## config.mk

```make
export PLATFORM = sky130hd
export DESIGN_NAME = ecp_mode_config_regs
export DESIGN_NICKNAME = d
export VERILOG_FILES = /design/src/ecp_pkg.sv /design/src/ecp_fifo.sv /design/src/ecp_mode_config_regs.sv /design/src/ecp_xfer.sv
export SDC_FILE = /design/constraint.sdc
export NUM_CORES = 1
export LEC_CHECK = 0
export ABC_AREA = 1
export BUFFER_PORTS_ARGS = -buffer_cell sky130_fd_sc_hd__buf_2
export CAP_MARGIN = 20
export CORE_MARGIN = 2
export CORE_UTILIZATION = 60
export CTS_BUF_LIST = sky130_fd_sc_hd__clkbuf_4 sky130_fd_sc_hd__clkbuf_8
export DETAILED_ROUTE_END_ITERATION = 7
export GPL_ROUTABILITY_DRIVEN = 0
export PLACE_DENSITY = 0.78
export SETUP_SLACK_MARGIN = 0.5
export SLEW_MARGIN = 20
export SYNTH_ARGS = -nofsm -noshare
export SYNTH_HDL_FRONTEND = slang
export SYNTH_SLANG_ARGS = --single-unit
```

## constraint.sdc

```tcl
create_clock -name clock -period 5.47 [get_ports clock]
set_input_delay 0.8205 -clock clock [delete_from_list [all_inputs] [get_ports clock]]
set_output_delay 0.8205 -clock clock [all_outputs]
set_load 0.01 [all_outputs]
```

## src/ecp_pkg.sv

```systemverilog
// What this block does
// - Test mode: port idle, FIFO never stalls
// - Full/empty track true FIFO occupancy unless a sticky error sets both
// - Mode 110: FIFO at 400h, any direction
// - Test mode thresholds raise service interrupt flag
// - Mode 111: capability A at 400h, reset 14h
// - Capability A bits 7:4 constant 0001
// - Capability A bit 3 read/write, 2:0 reserved
// - Mode 111: read-only capability B at 401h
// - Capability B bit 6 shows live IRQ line
// - Mode 111 releases the interrupt output
// - Capability B bits 5:3 encode the IRQ
// - Capability B bits 1:0 encode DMA channel
// - Extended control at 402h, every mode, reset 01h
// - Mode 000: FIFO reset, open collector, data out
// - Mode 001: direction 1 floats data, reads pins
// - Mode 010: FIFO bytes sent with compatibility handshake
// - Mode 011: ECP send forward, capture reverse
// - 110 FIFO only, 111 capabilities, 100/101 reserved
// - Entering 010 or 011 starts automatic transfer
// - Mode changes only through 000 or 001
// - Going to 000/001 clears FIFO, error, TC
// - Port control bit 5 selects data direction
// - Service bit set by threshold, TC or error
// - Overrun or underrun in 010/011 sets both full and empty
package ecp_pkg;
	// Host side register offsets from the port base
	localparam logic [10:0] OFS_DATA = 11'h000;
	localparam logic [10:0] OFS_PCTL = 11'h002;
	localparam logic [10:0] OFS_FIFO = 11'h400;
	localparam logic [10:0] OFS_CAPB = 11'h401;
	localparam logic [10:0] OFS_ECTL = 11'h402;
	// Reset values
	localparam logic [7:0] ECTL_RESET = 8'h01;
	localparam logic [7:0] CAPA_RESET = 8'h14;
	localparam logic [3:0] IMPL_CODE = 4'h1;
	// Extended control and capability A field positions
	localparam int ECTL_ERRDIS = 4;
	localparam int ECTL_DMAEN = 3;
	localparam int ECTL_SVC = 2;
	localparam int CAPA_MISC = 3;
	// Strobe width; the handshake needs some minimum, this is a plain default
	localparam int CLK_NS = 50;
	localparam int STROBE_NS = 1000;
	localparam int STROBE_CYC = (STROBE_NS + CLK_NS - 1) / CLK_NS;
	typedef enum logic [2:0] {
		MODE_STD = 3'b000,
		MODE_BIDIR = 3'b001,
		MODE_FIFOSTD = 3'b010,
		MODE_ECP = 3'b011,
		MODE_RSV4 = 3'b100,
		MODE_RSV5 = 3'b101,
		MODE_TEST = 3'b110,
		MODE_CFG = 3'b111
	} ecp_mode_t;
	// One host cycle: I/O strobes and DMA acknowledge share the data path
	typedef struct packed {
		logic [10:0] addr;
		logic [7:0] wrData;
		logic wr;
		logic rd;
		logic dmaAck;
		logic dmaTc;
	} ecp_host_req_t;
	// Port control register layout
	typedef struct packed {
		logic [1:0] rsv;
		logic dir;
		logic ackIrqEnable;
		logic selectIn;
		logic initHigh;
		logic autoFeed;
		logic strobe;
	} ecp_pctl_t;
endpackage

```

## src/ecp_fifo.sv

```systemverilog
`timescale 1ns/100ps
`default_nettype none
module ecp_fifo import ecp_pkg::*; #(
	parameter int WIDTH = 9,
	parameter int DEPTH = 16
) (
	input wire logic clock, // System clock
	input wire logic srst, // Synchronous reset
	input wire logic flush, // Empties the queue
	input wire logic wrap, // Test behaviour: never stall
	input wire logic push, // Write one entry
	input wire logic [WIDTH-1:0] pushData, // Entry to write
	input wire logic pop, // Read one entry
	output logic [WIDTH-1:0] popData, // Entry at the head
	output logic [$clog2(DEPTH+1)-1:0] count, // Occupancy
	output logic full, // No free entry
	output logic empty, // No entry held
	output logic fault // Overrun or underrun this cycle
);
	localparam int AW = $clog2(DEPTH);
	localparam int CW = $clog2(DEPTH+1);
	logic [WIDTH-1:0] mem [DEPTH]; // Storage
	logic [AW-1:0] wrPtr; // Next slot to write
	logic [AW-1:0] rdPtr; // Head slot
	logic wrOk, rdOk, dropOldest;

	assign full = (count == CW'(DEPTH));
	assign empty = (count == '0);
	assign popData = mem[rdPtr];
	assign wrOk = push && (!full || pop || wrap);
	assign rdOk = pop && !empty;
	// An overwrite drops the oldest entry so the count stays honest
	assign dropOldest = push && full && !pop && wrap;
	assign fault = (push && full && !pop) || (pop && empty);

	// Storage write
	always_ff @(posedge clock) begin
		if (wrOk) begin
			mem[wrPtr] <= pushData;
		end
	end

	// Pointers and occupancy
	always_ff @(posedge clock) begin
		if (srst || flush) begin
			wrPtr <= '0;
			rdPtr <= '0;
			count <= '0;
		end else begin
			if (wrOk) begin
				wrPtr <= (wrPtr == AW'(DEPTH-1)) ? '0 : wrPtr + 1'b1;
			end
			// Underrun rereads the head without moving it
			if (rdOk || dropOldest) begin
				rdPtr <= (rdPtr == AW'(DEPTH-1)) ? '0 : rdPtr + 1'b1;
			end
			count <= count + CW'(wrOk && !dropOldest) - CW'(rdOk);
		end
	end
endmodule
`default_nettype wire

```

## src/ecp_mode_config_regs.sv

```systemverilog
`timescale 1ns/100ps
`default_nettype none
module ecp_mode_config_regs import ecp_pkg::*; #(
	parameter int DEPTH = 16,
	parameter int WR_THRESH = 8, // Free entries that call for a refill
	parameter int RD_THRESH = 8 // Held entries that call for a drain
) (
	input wire logic clock, // System clock
	input wire logic srst, // Synchronous reset
	input wire ecp_host_req_t hostReq, // Host I/O and DMA cycle
	output logic [7:0] rdData, // Read answer, one cycle after rd
	output logic dmaReq, // DMA request
	input wire logic [3:0] irqSelect, // Assigned IRQ number
	input wire logic [1:0] dmaSelect, // Assigned DMA channel
	input wire logic irqLineIn, // Level on the assigned IRQ line
	output logic irqOut, // Interrupt level to the host
	output logic irqOe, // Interrupt driver enable
	input wire logic [7:0] pdIn, // Data pins in
	output logic [7:0] pdOut, // Data pins out
	output logic pdOe, // Data pins drive enable
	input wire logic busy, // Peripheral busy
	input wire logic peripheralAckN, // Peripheral ack, low active
	output logic [3:0] ctrlOut, // Select-in, init, auto feed, strobe pin levels
	output logic [3:0] ctrlOe // Drive enables of the control pins
);
	localparam int CW = $clog2(DEPTH+1);
	ecp_mode_t mode; // Current mode field
	ecp_pctl_t pctl; // Port control register
	logic [7:0] dataLatch; // Data register for modes 000/001
	logic errIrqDisable; // Extended control bit 4
	logic dmaEnable; // Extended control bit 3
	logic serviceIrqFlag; // Extended control bit 2
	logic capMisc; // Capability A spare bit
	logic queueError; // Sticky overrun/underrun
	logic tcSeen; // Sticky terminal count
	logic svcPending; // Service interrupt towards host
	logic [8:0] fifoHead;
	logic [CW-1:0] fifoCount;
	logic fifoFull, fifoEmpty, fifoFault;
	logic xfPop, xfPush, xfStrobe, xfAutoFeed;
	logic [7:0] xfData;
	logic compatMode, autoMode, fifoMode, modeOk, enterCompat;
	logic ectlWr, pctlWr, fifoWr, fifoRd, dataWr, addrWr;
	logic hostPush, hostPop, fifoPush, fifoPop;
	logic [8:0] fifoIn;
	logic thresholdHit, svcEvent;
	logic [7:0] capA, capB, ectlRead;
	ecp_mode_t wrMode;

	// IRQ number to capability code
	function automatic logic [2:0] irqCode(input logic [3:0] irq);
		case (irq)
			4'h5: irqCode = 3'b111;
			4'hf: irqCode = 3'b110;
			4'he: irqCode = 3'b101;
			4'hb: irqCode = 3'b100;
			4'ha: irqCode = 3'b011;
			4'h9: irqCode = 3'b010;
			4'h7: irqCode = 3'b001;
			default: irqCode = 3'b000;
		endcase
	endfunction

	// Mode classes
	assign compatMode = (mode == MODE_STD) || (mode == MODE_BIDIR);
	assign autoMode = (mode == MODE_FIFOSTD) || (mode == MODE_ECP);
	assign fifoMode = autoMode || (mode == MODE_TEST);
	assign wrMode = ecp_mode_t'(hostReq.wrData[7:5]);
	// Leaving a non-compatible mode is only allowed back to 000/001; reserved codes never take
	assign modeOk = (compatMode || wrMode == MODE_STD || wrMode == MODE_BIDIR) &&
		(wrMode != MODE_RSV4) && (wrMode != MODE_RSV5);
	assign ectlWr = hostReq.wr && !hostReq.dmaAck && (hostReq.addr == OFS_ECTL);
	assign enterCompat = ectlWr && modeOk && (wrMode == MODE_STD || wrMode == MODE_BIDIR);
	assign pctlWr = hostReq.wr && !hostReq.dmaAck && (hostReq.addr == OFS_PCTL);
	assign dataWr = hostReq.wr && !hostReq.dmaAck && (hostReq.addr == OFS_DATA);
	assign fifoWr = hostReq.wr && (hostReq.dmaAck || hostReq.addr == OFS_FIFO);
	assign fifoRd = hostReq.rd && (hostReq.dmaAck || hostReq.addr == OFS_FIFO);

	// Host pushes: standard FIFO mode, ECP forward data/address, test mode in any direction
	// Address bytes carry a ninth bit that becomes auto feed
	assign addrWr = dataWr && (mode == MODE_ECP) && !pctl.dir;
	assign hostPush = (fifoWr && ((mode == MODE_FIFOSTD) || (mode == MODE_TEST) ||
		(mode == MODE_ECP && !pctl.dir))) || addrWr;
	assign hostPop = fifoRd && ((mode == MODE_TEST) || (mode == MODE_ECP && pctl.dir));
	// Test mode never feeds the engine, so the port is left alone
	assign fifoPush = hostPush || (xfPush && mode == MODE_ECP);
	assign fifoPop = hostPop || (xfPop && autoMode);
	// Captured byte is the engine's own sample, so byte and push line up
	assign fifoIn = xfPush ? {1'b0, xfData} : {addrWr, hostReq.wrData};

	ecp_fifo #(
		.WIDTH(9),
		.DEPTH(DEPTH)
	) u_fifo (
		.clock(clock),
		.srst(srst),
		.flush(compatMode || enterCompat),
		.wrap(mode == MODE_TEST),
		.push(fifoPush),
		.pushData(fifoIn),
		.pop(fifoPop),
		.popData(fifoHead),
		.count(fifoCount),
		.full(fifoFull),
		.empty(fifoEmpty),
		.fault(fifoFault)
	);

	ecp_xfer u_xfer (
		.clock(clock),
		.srst(srst),
		.runCompat(mode == MODE_FIFOSTD),
		.runEcp(mode == MODE_ECP),
		.reverse(pctl.dir),
		.haveByte(!fifoEmpty),
		.haveRoom(!fifoFull),
		.headByte(fifoHead),
		.pinData(pdIn),
		.busy(busy),
		.peripheralAckN(peripheralAckN),
		.popByte(xfPop),
		.pushByte(xfPush),
		.sendData(xfData),
		.strobeActive(xfStrobe),
		.autoFeedActive(xfAutoFeed)
	);

	// Forward: enough room to refill; reverse: enough bytes to drain
	assign thresholdHit = fifoMode && !dmaEnable &&
		(pctl.dir ? (fifoCount >= CW'(RD_THRESH)) : (fifoCount <= CW'(DEPTH - WR_THRESH)));
	// Level test, so the threshold fires again after each clear
	assign svcEvent = thresholdHit || (fifoFault && autoMode) ||
		(dmaEnable && hostReq.dmaAck && hostReq.dmaTc);

	// Mode field; other extended control bits are free in every mode
	always_ff @(posedge clock) begin
		if (srst) begin
			mode <= ecp_mode_t'(ECTL_RESET[7:5]);
			errIrqDisable <= ECTL_RESET[ECTL_ERRDIS];
			dmaEnable <= ECTL_RESET[ECTL_DMAEN];
		end else if (ectlWr) begin
			if (modeOk) begin
				mode <= wrMode;
			end
			// A refused mode change still takes the enable bits
			errIrqDisable <= hostReq.wrData[ECTL_ERRDIS];
			dmaEnable <= hostReq.wrData[ECTL_DMAEN];
		end
	end

	// Service flag: hardware set wins over a software clear in the same cycle
	always_ff @(posedge clock) begin
		if (srst) begin
			serviceIrqFlag <= ECTL_RESET[ECTL_SVC];
			svcPending <= 1'b0;
		end else begin
			if (ectlWr) begin
				serviceIrqFlag <= hostReq.wrData[ECTL_SVC];
				svcPending <= 1'b0;
			end
			// An event is never lost to a write in the same cycle
			if (svcEvent && (!serviceIrqFlag || (ectlWr && !hostReq.wrData[ECTL_SVC]))) begin
				serviceIrqFlag <= 1'b1;
				svcPending <= 1'b1;
			end
		end
	end

	// Sticky error and terminal count; test mode overruns are not errors
	always_ff @(posedge clock) begin
		if (srst || compatMode) begin
			queueError <= 1'b0;
			tcSeen <= 1'b0;
		end else begin
			if (enterCompat) begin
				queueError <= 1'b0;
				tcSeen <= 1'b0;
			end else if (ectlWr && !hostReq.wrData[ECTL_DMAEN]) begin
				tcSeen <= 1'b0;
			end
			// Test mode wraps on purpose, only the engine modes flag errors
			if (fifoFault && autoMode) begin
				queueError <= 1'b1;
			end
			if (dmaEnable && hostReq.dmaAck && hostReq.dmaTc) begin
				tcSeen <= 1'b1;
			end
		end
	end

	// Port control and data latch; direction moves only in 000/001
	always_ff @(posedge clock) begin
		if (srst) begin
			pctl <= '0;
			dataLatch <= 8'h00;
		end else begin
			if (pctlWr) begin
				pctl.ackIrqEnable <= hostReq.wrData[4];
				pctl.selectIn <= hostReq.wrData[3];
				pctl.initHigh <= hostReq.wrData[2];
				pctl.autoFeed <= hostReq.wrData[1];
				pctl.strobe <= hostReq.wrData[0];
				if (compatMode) begin
					pctl.dir <= hostReq.wrData[5];
				end
			end
			if (dataWr && compatMode) begin
				dataLatch <= hostReq.wrData;
			end
		end
	end

	// Capability A spare bit
	always_ff @(posedge clock) begin
		if (srst) begin
			capMisc <= CAPA_RESET[CAPA_MISC];
		end else if (hostReq.wr && !hostReq.dmaAck && hostReq.addr == OFS_FIFO && mode == MODE_CFG) begin
			// Outside configuration mode this offset is the FIFO
			capMisc <= hostReq.wrData[CAPA_MISC];
		end
	end

	// Read views; code bits are constants and ignore writes
	assign capA = {IMPL_CODE, capMisc, CAPA_RESET[2:0]};
	assign capB = {1'b0, irqLineIn, irqCode(irqSelect), 1'b0, dmaSelect};
	// An error reads as full and empty together
	assign ectlRead = {mode, errIrqDisable, dmaEnable, serviceIrqFlag,
		fifoFull || queueError, fifoEmpty || queueError};

	// Registered read answer; unmapped or wrong-mode reads give zero
	always_ff @(posedge clock) begin
		if (srst) begin
			rdData <= 8'h00;
		end else if (hostReq.rd) begin
			if (hostPop) begin
				rdData <= fifoHead[7:0];
			// A DMA read with no FIFO behind it pops nothing
			end else if (hostReq.dmaAck) begin
				rdData <= 8'h00;
			end else if (hostReq.addr == OFS_ECTL) begin
				rdData <= ectlRead;
			end else if (hostReq.addr == OFS_FIFO && mode == MODE_CFG) begin
				rdData <= capA;
			end else if (hostReq.addr == OFS_CAPB && mode == MODE_CFG) begin
				rdData <= capB;
			end else if (hostReq.addr == OFS_PCTL) begin
				rdData <= pctl;
			end else if (hostReq.addr == OFS_DATA && compatMode) begin
				// Reverse in mode 001 returns the pins
				rdData <= (mode == MODE_BIDIR && pctl.dir) ? pdIn : dataLatch;
			end else begin
				rdData <= 8'h00;
			end
		end
	end

	// DMA request: room when filling, data when draining
	always_ff @(posedge clock) begin
		if (srst) begin
			dmaReq <= 1'b0;
		end else begin
			// Terminal count holds the request off until software acts
			dmaReq <= dmaEnable && !tcSeen && (
				(mode == MODE_FIFOSTD && !fifoFull) ||
				(mode == MODE_ECP && (pctl.dir ? !fifoEmpty : !fifoFull)) ||
				(mode == MODE_TEST && (pctl.dir ? !fifoEmpty : !fifoFull)));
		end
	end

	// Interrupt pin; configuration mode floats it so the line can be read back
	always_ff @(posedge clock) begin
		if (srst) begin
			irqOut <= 1'b0;
			irqOe <= 1'b0;
		end else begin
			// A level, not a pulse; an extended control write drops svcPending but not the ack term
			irqOut <= svcPending || (pctl.ackIrqEnable && !peripheralAckN);
			irqOe <= (mode != MODE_CFG) && (pctl.ackIrqEnable || fifoMode);
		end
	end

	// Port pins; test mode freezes them so FIFO traffic never shows
	always_ff @(posedge clock) begin
		if (srst) begin
			pdOut <= 8'h00;
			pdOe <= 1'b1;
			ctrlOut <= 4'h0;
			ctrlOe <= 4'h0;
		end else if (mode != MODE_TEST) begin
			if (compatMode) begin
				pdOut <= dataLatch;
				pdOe <= !(mode == MODE_BIDIR && pctl.dir);
				// Open collector: only ever pull low, float to release
				ctrlOut <= 4'h0;
				ctrlOe <= {pctl.selectIn, !pctl.initHigh, pctl.autoFeed, pctl.strobe};
			end else if (autoMode) begin
				pdOut <= xfData;
				// Reverse ECP leaves the data lines to the peripheral
				pdOe <= !(mode == MODE_ECP && pctl.dir);
				ctrlOut <= {!pctl.selectIn, pctl.initHigh, !xfAutoFeed, !xfStrobe};
				ctrlOe <= 4'hf;
			end
		end
	end
endmodule
`default_nettype wire

```

## src/ecp_xfer.sv

```systemverilog
`timescale 1ns/100ps
`default_nettype none
module ecp_xfer import ecp_pkg::*; (
	input wire logic clock, // System clock
	input wire logic srst, // Synchronous reset
	input wire logic runCompat, // Mode 010 engine on
	input wire logic runEcp, // Mode 011 engine on
	input wire logic reverse, // Direction bit
	input wire logic haveByte, // FIFO not empty
	input wire logic haveRoom, // FIFO not full
	input wire logic [8:0] headByte, // FIFO head, bit 8 marks address
	input wire logic [7:0] pinData, // Data pins as seen
	input wire logic busy, // Peripheral busy level
	input wire logic peripheralAckN, // Peripheral ack, low active
	output logic popByte, // Take head byte
	output logic pushByte, // Store captured byte
	output logic [7:0] sendData, // Byte for the data pins
	output logic strobeActive, // Strobe asserted
	output logic autoFeedActive // Auto feed asserted
);
	typedef enum logic [2:0] {
		XF_IDLE = 3'b000,
		XF_SETUP = 3'b001,
		XF_PULSE = 3'b010,
		XF_WAIT = 3'b011,
		XF_REV = 3'b100
	} ecp_xfer_t;
	ecp_xfer_t state; // Handshake phase
	logic [$clog2(STROBE_CYC+1)-1:0] pulseCnt; // Strobe width counter
	logic run;

	assign run = runCompat || runEcp;

	// Handshake sequencer; leaving the mode aborts with all controls negated
	always_ff @(posedge clock) begin
		popByte <= 1'b0;
		pushByte <= 1'b0;
		if (srst || !run) begin
			state <= XF_IDLE;
			strobeActive <= 1'b0;
			autoFeedActive <= 1'b0;
			pulseCnt <= '0;
			sendData <= 8'h00;
		end else begin
			case (state)
				XF_IDLE: begin
					if (runEcp && reverse) begin
						// Peripheral offers a byte once it asserts ack
						if (haveRoom && !peripheralAckN) begin
							pushByte <= 1'b1;
							sendData <= pinData;
							autoFeedActive <= 1'b1;
							state <= XF_REV;
						end
					end else if (haveByte && !busy) begin
						sendData <= headByte[7:0];
						autoFeedActive <= runEcp && headByte[8];
						popByte <= 1'b1;
						state <= XF_SETUP;
					end
				end
				XF_SETUP: begin
					strobeActive <= 1'b1;
					pulseCnt <= '0;
					state <= XF_PULSE;
				end
				XF_PULSE: begin
					pulseCnt <= pulseCnt + 1'b1;
					// ECP waits for busy, compatibility times the strobe
					if (runEcp ? busy : (pulseCnt == ($bits(pulseCnt))'(STROBE_CYC - 1))) begin
						strobeActive <= 1'b0;
						state <= XF_WAIT;
					end
				end
				XF_WAIT: begin
					if (!busy) begin
						autoFeedActive <= 1'b0;
						state <= XF_IDLE;
					end
				end
				XF_REV: begin
					if (peripheralAckN) begin
						autoFeedActive <= 1'b0;
						state <= XF_IDLE;
					end
				end
				default: begin
					state <= XF_IDLE;
				end
			endcase
		end
	end
endmodule
`default_nettype wire

```

==> results of run 1 <==
[routing by layer]
layer / vias to the layer above / routed length, um
met3: 65 / 2110
li1: 3964 / -
met2: 405 / 12200
met5: - / 0
met1: 3886 / 10600
met4: 0 / 871
[power by group through the flow]
stage / clock network (uW) / registers [uW] / logic, uW
2_1_floorplan: 0 / 1900 / 32.4
3_3_place_gp: 0 / 1900 / 74.9
3_5_place_dp: 0 / 1900 / 76.4
4_1_cts: 1540 / 1870 / 76.8
5_1_grt: 1620 / 1860 / 84.6
6_report: 1520 / 1870 / 78.8
[worst max path at each step]
stage                start               to  depth (start not counted)
3_5_place_dp       mode[1]  u_fifo.count[4]                         16
5_1_grt            mode[1]  u_fifo.count[4]                         16
6_report           mode[1]  u_fifo.count[4]                         16
4_1_cts            mode[1]  u_fifo.count[4]                         16
2_1_floorplan  hostReq[15]  u_fifo.count[4]                         19
3_3_place_gp       mode[1]  u_fifo.count[4]                         16
[per-stage QoR]
step                      instance area, um^2  utilization (%)  std cells  worst slack [ps]
final                                   11700             67.9       1418              1770
after global routing                    11700             67.9       1418              1520
after CTS                               11700             67.9       1418              1810
after detailed placement                10900             63.4       1352              1840
after global placement                  10900             63.4       1352              1940
after floorplan                         10500                -       1099              2400
[final cells by class]
class / count / area share, %
Sequential cell: 233 / 52.4
Clock buffer: 48 / 5.34
Multi-Input combinational cell: 724 / 32.2
Timing Repair Buffer: 75 / 3.35
Clock inverter: 18 / 1.19
Tap cell: 225 / 2.41
Inverter: 95 / 3.13
[synthesized netlist by cell type (2+ instances only)]
cell type	count	area share [%]
a211oi_1	2	0.14
nor2_4	3	0.32
a31oi_1	10	0.60
inv_2	5	0.18
o221ai_1	15	1.3
nand3_1	52	2.5
nor2_1	164	5.9
nor2_2	4	0.24
dfxtp_1	89	17
nand4_1	4	0.24
edfxtp_1	144	41
xor2_1	3	0.25
o21ai_0	139	6.7
nand2_1	154	5.5
clkbuf_1	28	1.0
buf_4	4	0.29
o22ai_1	6	0.36
nand2_2	12	0.72
inv_1	87	3.1
buf_6	3	0.32
a21oi_2	8	0.67
ha_1	14	1.7
o211ai_1	39	2.8
nand3_2	3	0.29
o21ai_1	6	0.29
or2_2	3	0.18
o21bai_1	2	0.14
buf_2	12	0.57
a21oi_1	56	2.7
nor3_1	6	0.29
nand2_4	6	0.65
[kinds of logic (layout without fill, tap and decap cells)]
family          Yosys count  count (layout)
fa+ha+maj                15              15
buf+inv                 142             236
simple gates            417             417
xor+xnor                  3               3
compound gates          289             289
flops                   233             233
[state kept, by name (all words and copies together), names as in the netlist, 3 cells and up, named ones only]
register / count
u_fifo.rdPtr: 4
u_fifo.wrPtr: 4
pdOut: 8
ctrlOe: 4
dataLatch: 8
ctrlOut: 4
pctl: 6
u_xfer.state: 3
u_xfer.sendData: 8
u_fifo.count: 5
u_xfer.pulseCnt: 5
u_fifo.mem: 144
rdData: 8
mode: 3
==> reports/qor.yml, run 1 <==
drt-initial-drc-count: 833
mostFrequentLayoutCell: "nor2_1"
max_freq_ghz: 0.270
multiInputGateArea_mm2: 0.00375
io_pins: 70
drive_gt1_share_pct: 15.5
whs_ps: 459
die_x_um: 136
synth-xor-area-share_pct: 0.251
dr.pass1.iters: 5
crit_top_cell: "inv_1"
grt_pass1_vias: 7610
grt_max_degree: 75
synth_top_family_by_area: "simple AND/OR/NAND/NOR gates"
p_int_uw: 2730
syn_area_mm2: 0.0105
crit_required_ps: 5860
met3_usage_pct: 5.00
num_rows: 48
leakage_uw: 0.00437
synth_fp_nets: 1156
path_clk_slew_ps: 70
wl_per_cell_um: 18.2
ff2ff_path_depth: 16
register_area_mm2: 0.00611
clkPwrFrac_pct: 43.9
cp.arrival_ps: 4090
start_util_pct: 60.8
r2r-start: "mode[1]"
comb_power_share_pct: 2.3
netSwitchingPower_uw: 737
hold_depth: 1
async_flop_share_pct: 0
final_net_count: 1223
ant_nets: 0
timing.final.crit_share_pct: 67.7
tightest_slew_ps: 991
ys_seq_area_share_pct: 58.4
area_growth_pct: 11.6
io_buffers: 69
drc: 0
clkSinkCount: 233
synth-edff-count: 144
relSlewSlack_pct: 33.7
reg2reg_slack_ps: 1770
synthSimpleGateAreaFrac_pct: 17.7
top_usage_layer: "met2"
coreArea_mm2: 0.0172
cp-start-kind: "flip-flop"
antennaDiodeCount: 0
slew_violations: 0
wl_mm: 25.8
cts_setup_buffers: 0
min_to: "ctrlOut[0]"
ir_worst_vdd_mv: 0.276
status: "finished clean"
slowest_delay_ps: 960
root_buffer: "clkbuf_8"
pwr_density_cell_mw_per_mm2: 297
antenna_found_initial: 0
end_kind: "flip-flop"
r2r-end: "u_fifo.count[4]"
use_met2_pct: 44.8
crit_fanout: 26
ys.flop_type: "edfxtp_1"
hold_class: "reg -> reg"
postCtsHoldBufs: 0
gr-total-overflow: 0
track_usage_pct: 27.8
drv_cap: 0
clock_skew_ps: 21.6
dr_total_vias: 8320
die_area_mm2: 0.0185
rsz0062_at_grt: "no"
fin_crit_ps: 3700
ys_warn_count: 0
grt_use_met1_pct: 37.8
cp_top_family: "simple AND/OR/NAND/NOR gates"
routed_via_density: 5.87
setup_viol: 0
dp_hpwl_mm: 17.2
synth_compound_area_share_pct: 16.1
cts_resized: 0
postSynthCellCount: 1099
crit_slowest_cell: "dfxtp_1"
pwr-share-seq_pct: 53.8
switching_share_pct: 21.3
die_h_um: 136
n_fill_cell: 1362
synthAdderAreaFrac_pct: 1.87
ys_types: 47
grt_pass1_wl_mm: 39.4
report.power.total_uw: 3470
ys_seq_elements: 233
hold_start: "u_xfer.strobeActive"
clockBufferDepth: 3
hold_viol: 0
crit_chain: "nand4_2, a21oi_2, nand2_2, nand2_4, nand2_1, inv_1, ha_1, inv_1, ha_1, inv_1, fa_1, nor2_1, nor2_1, o21bai_1, or2_2, a21oi_1"
cts_tree: "done"
cts_buffers: 37
layout_common_cells: "164 x nor2_1, 154 x nand2_1, 144 x edfxtp_1"
htreeDepth: 2
cp_num_buf_inv: 3
synth_mux_area_share_pct: 0
syn_area_per_cell_um2: 9.51
clk_latency_ps: 540
finalSetupTns_ps: 0
critical_path_class: "reg -> reg"
(Power assumes the default switching activity.)
==> inputs of run 2 (changes only) <==
==> constraint.sdc (replaced) <==
create_clock -name clock -period 3.8 [get_ports clock]
set_input_delay 0.57 -clock clock [delete_from_list [all_inputs] [get_ports clock]]
set_output_delay 0.57 -clock clock [all_outputs]
set_load 0.01 [all_outputs]
==> reports/qor.yml, run 2 (synthesis gave the netlist of run 1 again) <==
hold_depth: 3
clk_latency_ps: 530
die_x_um: 136
max_freq_ghz: 0.337
register_area_mm2: 0.00611
cp_num_buf_inv: 3
clockBufferDepth: 3
wl_mm: 26.2
netSwitchingPower_uw: 1050
n_fill_cell: 1310
min_to: "u_xfer.sendData[0]"
r2r-end: "u_fifo.count[4]"
slew_violations: 0
layout_common_cells: "164 x nor2_1, 154 x nand2_1, 144 x edfxtp_1"
regMostFlops: "u_fifo.mem"
clkPwrFrac_pct: 44.7
start_util_pct: 60.8
p_int_uw: 4010
hold_start: "pdIn[0]"
antenna_found_initial: 0
reg2reg_slack_ps: 830
antennaDiodeCount: 0
dp_hpwl_mm: 17.7
die_area_mm2: 0.0185
cp_top_family: "simple AND/OR/NAND/NOR gates"
grt_pass1_vias: 7817
crit_required_ps: 4190
relSlewSlack_pct: 29.7
root_buffer: "clkbuf_8"
cp-start-kind: "flip-flop"
fin_crit_ps: 2970
crit_fanout: 18
drc: 0
crit_top_cell: "nor2_1"
leakage_uw: 0.00447
worst-path-stages: 18
crit_slowest_cell: "fa_1"
cp.arrival_ps: 3360
clock_skew_ps: 18.8
hold_class: "in -> reg"
area_growth_pct: 13.2
grt_pass1_wl_mm: 40.1
switching_share_pct: 20.8
drt-initial-drc-count: 971
pwr_density_cell_mw_per_mm2: 428
cts_buffers: 38
slowest_delay_ps: 380
final_net_count: 1242
die_h_um: 136
comb_power_share_pct: 2.2
coreArea_mm2: 0.0172
finalSetupTns_ps: 0
num_rows: 48
dr_total_vias: 8504
path_clk_slew_ps: 60
multiInputGateArea_mm2: 0.00376
rsz0062_at_grt: "no"
gr-total-overflow: 0
routed_via_density: 5.91
wl_per_cell_um: 18.2
clkSinkCount: 233
tightest_slew_ps: 1050
largest_reg_flops: 144
drive_gt1_share_pct: 17.2
hold_viol: 0
grt_max_degree: 74
setup_viol: 0
setup_slack_ps: 831
end_kind: "flip-flop"
io_buffers: 69
io_pins: 70
crit_chain: "inv_2, buf_4, nand2_4, nor2_8, nand3_1, nor2_1, nor2_1, nand2_4, nand2_4, nor2_1, ha_1, inv_1, fa_1, nor2_1, nor2_1, o21bai_1, or2_2, a21oi_1"
drv_cap: 0
preCtsSetupSlack_ps: 564
timing.final.crit_share_pct: 78.1
cts_tree: "done"
track_usage_pct: 28.4
pwr-share-seq_pct: 53.1
ff2ff_path_depth: 18
mostFrequentLayoutCell: "nor2_1"
dr.pass1.iters: 5
htreeDepth: 2
status: "finished clean"
critical_path_class: "reg -> reg"
ant_nets: 0
cts_setup_buffers: 0
ir_worst_vdd_mv: 0.342
r2r-start: "mode[2]"
run 2: cell count changes in the layout (fill, tap and decap cells not counted):
cell,before,now
nand4_2,1,0
clkbuf_4,6,14
buf_4,6,24
nand4_4,1,2
clkinv_2,6,4
inv_8,1,0
inv_6,2,3
clkinv_1,10,6
run 2: worst max-delay path by stage:
stage / from / to / slack, ps
4_1_cts: mode[1] / u_fifo.count[4] / 750
5_1_grt: mode[1] / u_fifo.count[4] / 470
3_3_place_gp: hostReq[15] / u_fifo.count[4] / 700
2_1_floorplan: hostReq[15] / u_fifo.count[4] / 980
6_report: mode[2] / u_fifo.count[4] / 830
3_5_place_dp: hostReq[15] / u_fifo.count[4] / 560
run 2: routing by layer:
| layer | routed length, um | GRT usage, % | vias to the layer above |
|---|---|---|---|
| li1 | - | - | 3998 |
| met1 | 10600 | 37.7 | 4012 |
| met2 | 12400 | 46.2 | 418 |
| met3 | 2130 | 4.74 | 76 |
| met4 | 1040 | 12.5 | 0 |
| met5 | 0 | 0 | - |
run 2: through the flow:
step                total power (uW)  cell area [um^2]  utilization, %  std cells  hold WS, ps
finish                          5060             11800            68.9       1438          331
global route                    5200             11800            68.9       1438          338
CTS                             5080             11800            68.9       1438          321
detailed placement              2850             11000            64.2       1370          445
global placement                2850             11000            64.2       1370          442
floorplan                       2790             10500               -       1099          421
run 2: final cells by class:
class	count	area share [%]
clock inverters	12	0.951
multi-input cells	724	31.8
well taps	225	2.38
repair buffers	93	4.44
clock buffers	56	5.77
inverters	95	3.08
flip-flops and latches	233	51.6
run 2: worst min-delay path, stage by stage:
cell	delay [ps]
buf_2	110
nand2_1	60
a31oi_1	70
run 2: timing repair:
| action | CTS | global route |
|---|---|---|
| endpoints found under the setup margin | 0 | 1 |
| hold buffers | 0 | 0 |
| hold endpoints to repair | 0 | 0 |
| resized for setup | 0 | 1 |
run 2: power groups by stage:
stage	combinational [uW]	clock, uW	sequential [uW]
finish	112	2260	2690
global placement	108	0	2740
detailed placement	109	0	2740
global route	121	2400	2680
floorplan	46.7	0	2740
CTS	110	2290	2690
